===== src/core/hgc_cfg.svh =====
// Purpose: Constants for the hub global control register bank
// Assumes: Byte-wide registers at byte offsets
// Notes: Included by the design modules and the testbench
`ifndef HGC_CFG_SVH
`define HGC_CFG_SVH
`define HGC_OFS_ADDR 8'h00
`define HGC_OFS_RST 8'h01
`define HGC_OFS_CFG 8'h02
`define HGC_OFS_REV 8'h03
`define HGC_BIT_OVR 0
`define HGC_BIT_RST0 0
`define HGC_BIT_RST1 1
`define HGC_BIT_RELOAD 2
`define HGC_BIT_REFF 0
`define HGC_BIT_PAR 1
`define HGC_BIT_SLEEP 2
`define HGC_BIT_OEN 3
`define HGC_BIT_OMODE 4
`define HGC_BIT_MEN 5
`define HGC_CFG_RESET 8'h1e
// Arbitrary identity values
`define HGC_REV_VAL 4'h9
`define HGC_MASK_VAL 4'h0
`define HGC_CLK_HZ 25000000
`define HGC_REF_MIN_HZ 12000000
`define HGC_REF_MAX_HZ 64000000
`define HGC_REF_DIV 16
`define HGC_WIN_CYC 1000
`define HGC_LOAD_CYC 16
`define HGC_RST_CYC 4
`endif


===== src/core/hgc_pkg.sv =====
// Purpose: Types for the hub global control register bank
// Assumes: hgc_cfg.svh provides constants
// Notes: Output drive states for the camera-serial transmitters
package hgc_pkg;
	typedef enum logic [2:0] {
		HGC_TX_NORMAL = 3'b001,
		HGC_TX_HIZ = 3'b010,
		HGC_TX_HS0 = 3'b100
	} hgc_tx_e;
	typedef enum logic [2:0] {
		HGC_LD_IDLE = 3'b001,
		HGC_LD_BUSY = 3'b010,
		HGC_LD_DONE = 3'b100
	} hgc_ld_e;
endpackage : hgc_pkg


===== src/core/hgc_refclk_det.sv =====
// Purpose: Reference clock frequency window check
// Assumes: ref_clk_pin carries the reference divided by HGC_REF_DIV, asynchronous to clk_sys
// Notes: Counts synchronised rising edges over a fixed window
`include "hgc_cfg.svh"
`timescale 1ns/10ps
`default_nettype none
module hgc_refclk_det #(
	parameter int WIN_CYC = `HGC_WIN_CYC
) (
	input wire logic clk_sys,
	input wire logic sys_rst,
	input wire logic ref_clk_pin,
	output logic refclk_ok
);
	// Edge limits scaled to the window; a direct reference would alias at clk_sys
	localparam longint DIV_HZ = longint'(`HGC_CLK_HZ) * `HGC_REF_DIV;
	localparam longint MIN_EDGES = longint'(`HGC_REF_MIN_HZ) * WIN_CYC / DIV_HZ;
	localparam longint MAX_EDGES = longint'(`HGC_REF_MAX_HZ) * WIN_CYC / DIV_HZ;
	logic [2:0] sync_q, sync_d;
	logic lvl_q, lvl_d;
	logic [15:0] win_q, win_d;
	logic [15:0] edg_q, edg_d;
	logic ok_q, ok_d;
	always_comb begin
		sync_d = {sync_q[1:0], ref_clk_pin};
		lvl_d = (sync_q[2] == sync_q[1]) ? sync_q[1] : lvl_q;
		win_d = win_q + 16'h0001;
		edg_d = edg_q;
		ok_d = ok_q;
		if (lvl_d && !lvl_q) begin
			edg_d = edg_q + 16'h0001;
		end
		if (win_q == 16'(WIN_CYC - 1)) begin
			win_d = 16'h0000;
			edg_d = 16'h0000;
			ok_d = (edg_q >= 16'(MIN_EDGES)) && (edg_q <= 16'(MAX_EDGES));
		end
	end
	always_ff @(posedge clk_sys) begin
		if (sys_rst) begin
			sync_q <= 3'h0;
			lvl_q <= 1'b0;
			win_q <= 16'h0000;
			edg_q <= 16'h0000;
			ok_q <= 1'b0;
		end else begin
			sync_q <= sync_d;
			lvl_q <= lvl_d;
			win_q <= win_d;
			edg_q <= edg_d;
			ok_q <= ok_d;
		end
	end
	assign refclk_ok = ok_q;
endmodule : hgc_refclk_det
`default_nettype wire


===== src/core/hgc_global_regs.sv =====
// Purpose: Shared global control and status registers of a serial-link hub
// Assumes: Decoded byte register port from the bus slave, power_down_pin on sys_rst
// Notes: Soft resets are issued as pulses of a few cycles
// Operation
// Address field bits 7:1 show current address; strap value while override is 0.
// With override bit 0 set, address field is writable and used.
// Writing 1 to reset bit 2 reloads config from ROM; self-clears.
// Init-complete flag sets when ROM configuration load finishes.
// Reset bit 1 resets all logic and registers to defaults; self-clears.
// Reset bit 0 resets logic but keeps registers; self-clears.
// Software should prefer the register-keeping reset.
// Config bit 5 enables the local bus master; resets to 0.
// Config bit 4 at 0 forces unlocked output ports to high impedance.
// Config bit 4 at 1 keeps unlocked ports under per-port control.
// Sleep select 1 with output enable 0 forces outputs high impedance.
// Sleep select 0 with lock low forces outputs to HS-0.
// Config bit 1 enables receive parity checking; resets enabled.
// Config bit 0 forces reference clock present, else detector result.
// Detector reports valid only between 12 MHz and 64 MHz.
// Revision register holds read-only revision 7:4 and mask 3:0.
// Self-clearing bits read 0 once launched; repeated writes retrigger. A reload write while a ROM load is busy is ignored.
`include "hgc_cfg.svh"
`timescale 1ns/10ps
`default_nettype none
module hgc_global_regs
	import hgc_pkg::*;
#(
	parameter int NUM_TX = 2,
	parameter int LOAD_CYC = `HGC_LOAD_CYC,
	parameter int WIN_CYC = `HGC_WIN_CYC
) (
	input wire logic clk_sys,
	input wire logic sys_rst,
	input wire logic [6:0] strap_addr,
	input wire logic reg_wr,
	input wire logic reg_rd,
	input wire logic [7:0] reg_addr,
	input wire logic [7:0] reg_wdata,
	output logic [7:0] reg_rdata,
	input wire logic ref_clk_pin,
	input wire logic [NUM_TX-1:0] tx_any_lock,
	output logic [6:0] bus_address_field,
	output logic logic_rst,
	output logic cfg_rst,
	output logic rom_load_busy,
	output logic cfg_init_done,
	output logic i2c_master_en,
	output logic parity_check_en,
	output logic refclock_ok_flag,
	output logic [NUM_TX*3-1:0] tx_state
);
	localparam logic [2:0] RST_LEN = 3'(`HGC_RST_CYC);
	logic strap_pend_q, strap_pend_d;
	logic [6:0] strap_q, strap_d;
	logic [6:0] addr_q, addr_d;
	logic ovr_q, ovr_d;
	logic [7:0] cfg_q, cfg_d;
	logic [2:0] lrst_q, lrst_d;
	logic [2:0] crst_q, crst_d;
	hgc_ld_e ld_q, ld_d;
	logic [15:0] ld_cnt_q, ld_cnt_d;
	logic [7:0] rdata_q, rdata_d;
	logic [NUM_TX*3-1:0] tx_q, tx_d;
	logic det_ok;
	logic regs_rst;
	logic logic_clr;
	assign regs_rst = sys_rst || (crst_q != 3'h0);
	assign logic_clr = regs_rst || (lrst_q != 3'h0);
	hgc_refclk_det #(
		.WIN_CYC(WIN_CYC)
	) u_det (
		.clk_sys(clk_sys),
		.sys_rst(logic_clr),
		.ref_clk_pin(ref_clk_pin),
		.refclk_ok(det_ok)
	);
	function automatic hgc_tx_e tx_policy(input logic [7:0] cfg, input logic lock);
		hgc_tx_e s;
		s = HGC_TX_NORMAL;
		if (!lock) begin
			if (!cfg[`HGC_BIT_OMODE]) begin
				s = HGC_TX_HIZ;
			end else if (cfg[`HGC_BIT_SLEEP] && !cfg[`HGC_BIT_OEN]) begin
				s = HGC_TX_HIZ;
			end else if (!cfg[`HGC_BIT_SLEEP]) begin
				s = HGC_TX_HS0;
			end else begin
				s = HGC_TX_NORMAL;
			end
		end
		return s;
	endfunction : tx_policy
	// Register bank state, strap capture and soft reset pulses
	always_comb begin
		strap_pend_d = 1'b0;
		strap_d = strap_q;
		addr_d = addr_q;
		ovr_d = ovr_q;
		cfg_d = cfg_q;
		lrst_d = (lrst_q != 3'h0) ? lrst_q - 3'h1 : 3'h0;
		crst_d = (crst_q != 3'h0) ? crst_q - 3'h1 : 3'h0;
		if (strap_pend_q) begin
			strap_d = strap_addr;
		end
		if (reg_wr) begin
			case (reg_addr)
				`HGC_OFS_ADDR: begin
					ovr_d = reg_wdata[`HGC_BIT_OVR];
					if (reg_wdata[`HGC_BIT_OVR]) begin
						addr_d = reg_wdata[7:1];
					end
				end
				`HGC_OFS_RST: begin
					if (reg_wdata[`HGC_BIT_RST1]) begin
						crst_d = RST_LEN;
					end
					if (reg_wdata[`HGC_BIT_RST0] || reg_wdata[`HGC_BIT_RST1]) begin
						lrst_d = RST_LEN;
					end
				end
				`HGC_OFS_CFG: cfg_d = {2'h0, reg_wdata[5:0]};
				default: ;
			endcase
		end
	end
	always_ff @(posedge clk_sys) begin
		if (sys_rst) begin
			strap_pend_q <= 1'b1;
			strap_q <= 7'h00;
		end else begin
			strap_pend_q <= strap_pend_d;
			strap_q <= strap_d;
		end
	end
	always_ff @(posedge clk_sys) begin
		if (sys_rst) begin
			lrst_q <= 3'h0;
			crst_q <= 3'h0;
		end else begin
			lrst_q <= lrst_d;
			crst_q <= crst_d;
		end
	end
	always_ff @(posedge clk_sys) begin
		if (regs_rst) begin
			addr_q <= 7'h00;
			ovr_q <= 1'b0;
			cfg_q <= `HGC_CFG_RESET;
		end else begin
			addr_q <= addr_d;
			ovr_q <= ovr_d;
			cfg_q <= cfg_d;
		end
	end
	// ROM reload sequencer
	always_comb begin
		ld_d = ld_q;
		ld_cnt_d = ld_cnt_q;
		case (ld_q)
			HGC_LD_IDLE: begin
				if (reg_wr && reg_addr == `HGC_OFS_RST && reg_wdata[`HGC_BIT_RELOAD]) begin
					ld_d = HGC_LD_BUSY;
					ld_cnt_d = 16'h0000;
				end
			end
			HGC_LD_BUSY: begin
				ld_cnt_d = ld_cnt_q + 16'h0001;
				if (ld_cnt_q == 16'(LOAD_CYC - 1)) begin
					ld_d = HGC_LD_DONE;
				end
			end
			HGC_LD_DONE: begin
				if (reg_wr && reg_addr == `HGC_OFS_RST && reg_wdata[`HGC_BIT_RELOAD]) begin
					ld_d = HGC_LD_BUSY;
					ld_cnt_d = 16'h0000;
				end
			end
			default: ld_d = HGC_LD_IDLE;
		endcase
	end
	always_ff @(posedge clk_sys) begin
		if (logic_clr) begin
			ld_q <= HGC_LD_BUSY;
			ld_cnt_q <= 16'h0000;
		end else begin
			ld_q <= ld_d;
			ld_cnt_q <= ld_cnt_d;
		end
	end
	// Read data and output policy
	always_comb begin
		rdata_d = rdata_q;
		if (reg_rd) begin
			case (reg_addr)
				`HGC_OFS_ADDR: rdata_d = {bus_address_field, ovr_q};
				`HGC_OFS_RST: rdata_d = 8'h00;
				`HGC_OFS_CFG: rdata_d = cfg_q;
				`HGC_OFS_REV: rdata_d = {`HGC_REV_VAL, `HGC_MASK_VAL};
				default: rdata_d = 8'h00;
			endcase
		end
		for (int i = 0; i < NUM_TX; i++) begin
			tx_d[i*3 +: 3] = tx_policy(cfg_q, tx_any_lock[i]);
		end
	end
	always_ff @(posedge clk_sys) begin
		if (logic_clr) begin
			rdata_q <= 8'h00;
			tx_q <= {NUM_TX{HGC_TX_HIZ}};
		end else begin
			rdata_q <= rdata_d;
			tx_q <= tx_d;
		end
	end
	assign bus_address_field = ovr_q ? addr_q : strap_q;
	assign reg_rdata = rdata_q;
	assign logic_rst = lrst_q != 3'h0;
	assign cfg_rst = crst_q != 3'h0;
	assign rom_load_busy = ld_q == HGC_LD_BUSY;
	assign cfg_init_done = ld_q == HGC_LD_DONE;
	assign i2c_master_en = cfg_q[`HGC_BIT_MEN];
	assign parity_check_en = cfg_q[`HGC_BIT_PAR];
	assign refclock_ok_flag = cfg_q[`HGC_BIT_REFF] | det_ok;
	assign tx_state = tx_q;
endmodule : hgc_global_regs
`default_nettype wire


===== config.mk =====
export PLATFORM = sky130hd
export DESIGN_NAME = hgc_global_regs
export DESIGN_NICKNAME = d
export VERILOG_FILES = /design/src/core/hgc_pkg.sv /design/src/core/hgc_refclk_det.sv /design/src/core/hgc_global_regs.sv
export VERILOG_INCLUDE_DIRS = /design/src /design/src/core
export SDC_FILE = /design/constraint.sdc
export NUM_CORES = 1
export LEC_CHECK = 0
export BUFFER_PORTS_ARGS = -buffer_cell sky130_fd_sc_hd__buf_2
export CORE_MARGIN = 2
export CORE_UTILIZATION = 62
export DETAILED_ROUTE_END_ITERATION = 6
export PLACE_DENSITY_LB_ADDON = 0.12
export SETUP_SLACK_MARGIN = 0.1
export SKIP_CTS_REPAIR_TIMING = 1
export SLEW_MARGIN = 15
export SYNTH_ARGS = -nofsm -noshare
export SYNTH_HDL_FRONTEND = slang
export SYNTH_HIERARCHICAL = 1
export SYNTH_SLANG_ARGS = --single-unit

===== constraint.sdc =====
create_clock -name clk_sys -period 5.38 [get_ports clk_sys]
set_input_delay 0.269 -clock clk_sys [delete_from_list [all_inputs] [get_ports clk_sys]]
set_output_delay 0.269 -clock clk_sys [all_outputs]
set_load 0.01 [all_outputs]

After elaboration in Yosys (flattened, before gate mapping)
Cells that the tools add are included.
- flip-flop bits (word level): 98
- input bits: 30
- output and inout port bits: 28
- logic and storage cells: 82
- $add $sub $neg: 5
- order comparisons: 2
- equality and inequality tests: 11
- multiplexer cells: 22
- bitwise operators: 1
- reduce and logical (&&, ||, !) cells: 23
- operators with widths (operator ; count):
    $add 16x1->16 const B ; 3
    $mux 3 ; 13
    $pmux 16 s2 ; 1
    $pmux 8 s3 ; 1
    $eq 16x10->1 const B ; 1
    $eq 16x4->1 const B ; 1
    $eq 8x2->1 const B ; 2
    $ge 16x5->1 const B ; 1
    $le 16x8->1 const B ; 1
    $mux 16 ; 1
    $eq 8x1->1 const B ; 1
    $logic_not 8->1 ; 1
    $reduce_and 2->1 ; 4
    $reduce_or 2->1 ; 4
    $mux 7 ; 1
    $pmux 3 s2 ; 1
    $reduce_bool 3->1 ; 2
    $sub 3x1->3 const B ; 2
    $logic_and 1x1->1 ; 5
    $mux 2 ; 2
    $ne 2x1->1 const B ; 2
    $eq 3x1->1 const B ; 1
    $eq 3x2->1 const B ; 1
    $eq 3x3->1 const B ; 1
    other kinds (7) ; 11

Logic depth before layout (Yosys ltp)
- depth after elaboration: 5
- gate-level depth with buffers: 10
- depth with buffers taken out: 8

Cells and area by module
Netlist, hierarchy kept.
- by module, submodules not included (module ; times used ; cells each ; area an instance (um^2) ; seq. area each (um^2)):
    hgc_global_regs ; 1 ; 327 ; 2847.7 ; 1221.2
    hgc_refclk_det ; 1 ; 186 ; 1675.4 ; 740.7

Worst setup path before layout
No wires, ideal clock.
- kind: register -> register
- from: reg crst_q[0]
- to: reg u_det.ok_q (netlist: u_det/refclk_ok)
- library setup time: 0.074 ns
- data arrival time: 2.379 ns
- data required time: 5.306 ns
- path slack: 2.927 ns
- cell stages (with the launch flop): 11
- buffers on the path: 2
- period minus slack after synthesis: 2.453 ns
- path through: dfxtp_1 nor2_1 ha_1 and3b_1 clkbuf_1 clkinv_1 buf_1 or4_1 nor4_1 o2111ai_1 o21ai_0
- cells in the longest elaborated chain, start to end: 3
- ends and longest elaborated chain (element ; line ; RTL):
    from (decl) ; hgc_global_regs.sv:59 ; logic [2:0] crst_q, crst_d;
    from (signal assigned) ; hgc_global_regs.sv:141 ; crst_q <= crst_d;
    $reduce_bool 3->1 ; hgc_global_regs.sv:67 ; assign regs_rst = sys_rst || (crst_q != 3'h0);
    $logic_or 1x1->1 ; hgc_global_regs.sv:67 ;
    $logic_or 1x1->1 ; hgc_global_regs.sv:68 ; assign logic_clr = regs_rst || (lrst_q != 3'h0);
    via logic_clr ; hgc_global_regs.sv:66 ; logic logic_clr;
    to (signal assigned) ; hgc_refclk_det.sv:51 ; ok_q <= ok_d;
    to (decl) ; hgc_refclk_det.sv:23 ; logic ok_q, ok_d;
The timed path passes the listed nets, and every way through them passes these cells.
A chain may end at the register's enable or synchronous reset.

Worst setup path in the final report
- from: reg crst_q[0]
- to: reg u_det.edg_q[1]
- cells in the longest elaborated chain, start to end: 4
- ends and longest elaborated chain (element ; line ; RTL):
    $reduce_bool 3->1 ; hgc_global_regs.sv:67 ;
    $logic_or 1x1->1 ; hgc_global_regs.sv:67 ;
    $logic_or 1x1->1 ; hgc_global_regs.sv:68 ;
    $reduce_or 2->1 (no source line) ; - ;
    to (signal assigned) ; hgc_refclk_det.sv:50 ; edg_q <= edg_d;
    to (decl) ; hgc_refclk_det.sv:22 ; logic [15:0] edg_q, edg_d;
Every way passes these cells.

==> results.md <==
- Hold_ws: around 0.11 ns
- Placed cells: approximately 650
- Detail Placement HPWL: 6670 um
- Drt wl/cell: around 14 um
- Worst-case vdd ir drop: approximately 0.14 mV
- Setup TNS: 0 ns
- Area leader, netlist: dfxtp_1
- Worst Slack Setup Final: between 2 and 2.5 ns
- Total core area: 0.00718 sq mm
- # IOs: just under 60
- Pwr dens: around 260 mW/mm^2
- Port Buffers: between 50 and 60
- Reg2reg end: u_det/edg_q[1]
- GRT Resource Usage Total: between 20% and 30%
- Cell area after synthesis: 0.00452 sq mm
- Starting Density: roughly 63%
- Final Hold Violating Endpoints: 0
- WS Path Type: flip-flop to flip-flop
- Drt initial violations: roughly 190
- CP Buf/Inv Count: 1
- Drt first pass iters: 4
- Post-synth EDFFs: 0
- Diodes inserted: 0
- Yosys top cell area share: 43.4%
- Worst-Margin Slew: between 1 and 1.5 ns
- Syn Area/Cell: 8.82 sq um
- Syn_nets: between 500 and 600
- Post-synth ARST share: 0%
- Post-route DRC: 0
- CTS clk-pin slew, worst paths: 0.10 ns
- Top cells by count, synth: dfxtp_1 (98), nor2_1 (54), nand2_1 (37), nand3_1 (27), a21oi_1 (21)
- Setup violators final: 0
- Critical Path Source Type: flip-flop
- R2R depth: 6
- First-pass GRT wire length: 15200 um
- Status: finished clean
- F_max: around 330 MHz
- Worst EP arrival: between 3 and 4 ns
- Post-route cell area: about 0.005 sq mm
- Final Util: 70.0%
- Slowest CP cell: or2_1
- H-tree depth: 3
- Hold Path Depth: 2
- Mapped Cells: about 500
- WL final: approximately 9400 um
- Row count: 31
- Total CTS buffers: 9
- RSZ-0062 raised after global routing: no
- Minimum clock period after layout: between 2 and 3 ns
- Crit end category: flip-flop
- Clock Tree Root: clkbuf_8
- Gpl congestion: between 0.8 and 0.9
- Vias/cell: roughly 5.6
- Synth-to-layout area growth: 11.1%
- Maxcap violations: 0
- Max-slew violations: 0
- CP max FO: 32
- Vias in the first global route: ~3.2k
- Delay-heaviest family, CP: simple AND/OR/NAND/NOR gates
- Setup WS pre-CTS: 2.43 ns
- Largest net degree at the start of global routing: 33
- TritonCTS clock tree: yes
- Die X: 89.4 um
- Tot Pwr: 1.30 mW
- Initial antenna violation count: 0
- WP data required: approximately 5.6 ns
- Die Y-Extent: about 89 um
- Clk buf depth: 2
- # nets final: 597
- Crit path cell chain: nor2_1 > ha_1 > and3b_1 > clkinv_1 > or2_1 > a211oi_1
- Post-synth top flop: dfxtp_1
- Synthesis Warnings: 6
- Sequential cell area fraction in the yosys report: a little over two fifths
- Area after DPL: 0.00482 sq mm
- Period utilization: a little under three fifths
- Crit path largest cell delay: 0.83 ns
- Skew-Pair Late Insertion Delay: around 0.35 ns
- Clock sink count: just under 100
- Reg2reg setup slack: 2.38 ns
- Ranking of synthesized cells by area: dfxtp_1 (43%), nor2_1 (4.5%), xnor2_1 (3.3%)
- Slew headroom: 27.2%
- R2r startpoint: crst_q[0]
- Vias: about 3.7k
- Antenna viol nets, final: 0
- Filler cells: 577
- Flops & latches, synth: a little under 100
- GR Overflow Total: 0
- Ratio of cells with drive above 1 in the final layout: between 10% and 20%
- Finished Layout Cells: 663
- Clock Skews: about 0.009 ns
- DIE AREA: ~0.008 sq mm
- HP Class: input pin to flip-flop
- Count leader, synth: dfxtp_1
- LEAKAGE: around 2.1 nW
- Worst Min Path Start: tx_any_lock[1]
- Yosys cell types: 61
- Hold EP: tx_state[5]
logic make-up after synthesis:
family	share of synthesized area (%)
fa+ha+maj	2.21
xor+xnor	5.62
buf+inv	4.51
simple gates	28.2
flops	43.4
mux	3.54
compound gates	12.6
flip-flops by register name, summed over array words and instances, names as in the netlist, 3 cells and up:
name and flops:
ld_cnt_q 16, u_det/sync_q 3, u_det/win_q 16, cfg_q 6, crst_q 3, ld_q 3, reg_rdata 8, addr_q 7
tx_state 6, u_det/edg_q 16, lrst_q 3, strap_q 7
per-layer routing:
metal	routed length (um)	GRT usage [%]	vias to the layer above
met1	4640	34.5	1703
met5	0	0	-
met2	4370	37.0	91
met4	67	7.87	0
li1	-	-	1933
met3	360	4.43	8
how the worst max path moves through the flow:
stage	start	slack [ns]	cells past startpoint	endpoint
6_report	crst_q[0]	2.38	6	u_det/edg_q[1]
5_1_grt	crst_q[0]	2.10	6	u_det/edg_q[1]
4_1_cts	crst_q[0]	2.39	6	u_det/edg_q[1]
3_5_place_dp	crst_q[0]	2.43	6	u_det/edg_q[1]
3_3_place_gp	crst_q[0]	2.54	6	u_det/edg_q[1]
2_1_floorplan	crst_q[0]	2.93	10	u_det/refclk_ok
power breakdown:
group          total [mW]  internal, mW  switching, mW
Combinational      0.0702        0.0288         0.0414
Clock               0.485         0.231          0.254
Sequential          0.745         0.735        0.00979
final cells by class:
| type | instances | area [sq um] | area share (%) |
|---|---|---|---|
| repair buffers | 59 | 300 | 5.97 |
| well taps | 99 | 124 | 2.46 |
| clock inverters | 5 | 60.1 | 1.19 |
| multi-input cells | 371 | 2360 | 47.0 |
| flip-flops and latches | 98 | 1960 | 39.0 |
| inverters | 20 | 75.1 | 1.49 |
| clock buffers | 11 | 141 | 2.81 |
layout by cell type, fill, tap and decap left out, types with 3 or more instances in the layout:
master | netlist | final
a211o_1 | 6 | 6
a21o_1 | 4 | 4
a21oi_1 | 21 | 21
a22o_2 | 3 | 3
a31oi_1 | 5 | 5
and2_1 | 3 | 3
and3_1 | 7 | 7
and4_1 | 7 | 7
buf_2 | 3 | 57
clkbuf_8 | 0 | 10
dfxtp_1 | 98 | 98
ha_1 | 8 | 8
inv_1 | 19 | 19
mux2_2 | 8 | 8
mux2i_1 | 7 | 7
nand2_1 | 37 | 37
nand2b_1 | 14 | 14
nand3_1 | 27 | 27
nand3b_1 | 6 | 6
nand4_1 | 16 | 16
nor2_1 | 54 | 54
nor2b_1 | 4 | 4
nor3_1 | 16 | 16
nor4_1 | 20 | 19
o2111ai_1 | 6 | 6
o211a_1 | 3 | 3
o21ai_0 | 18 | 18
or3_1 | 4 | 4
or4_1 | 4 | 4
xnor2_1 | 17 | 17
xor2_1 | 12 | 12
Power figures use the tool's default switching activity.
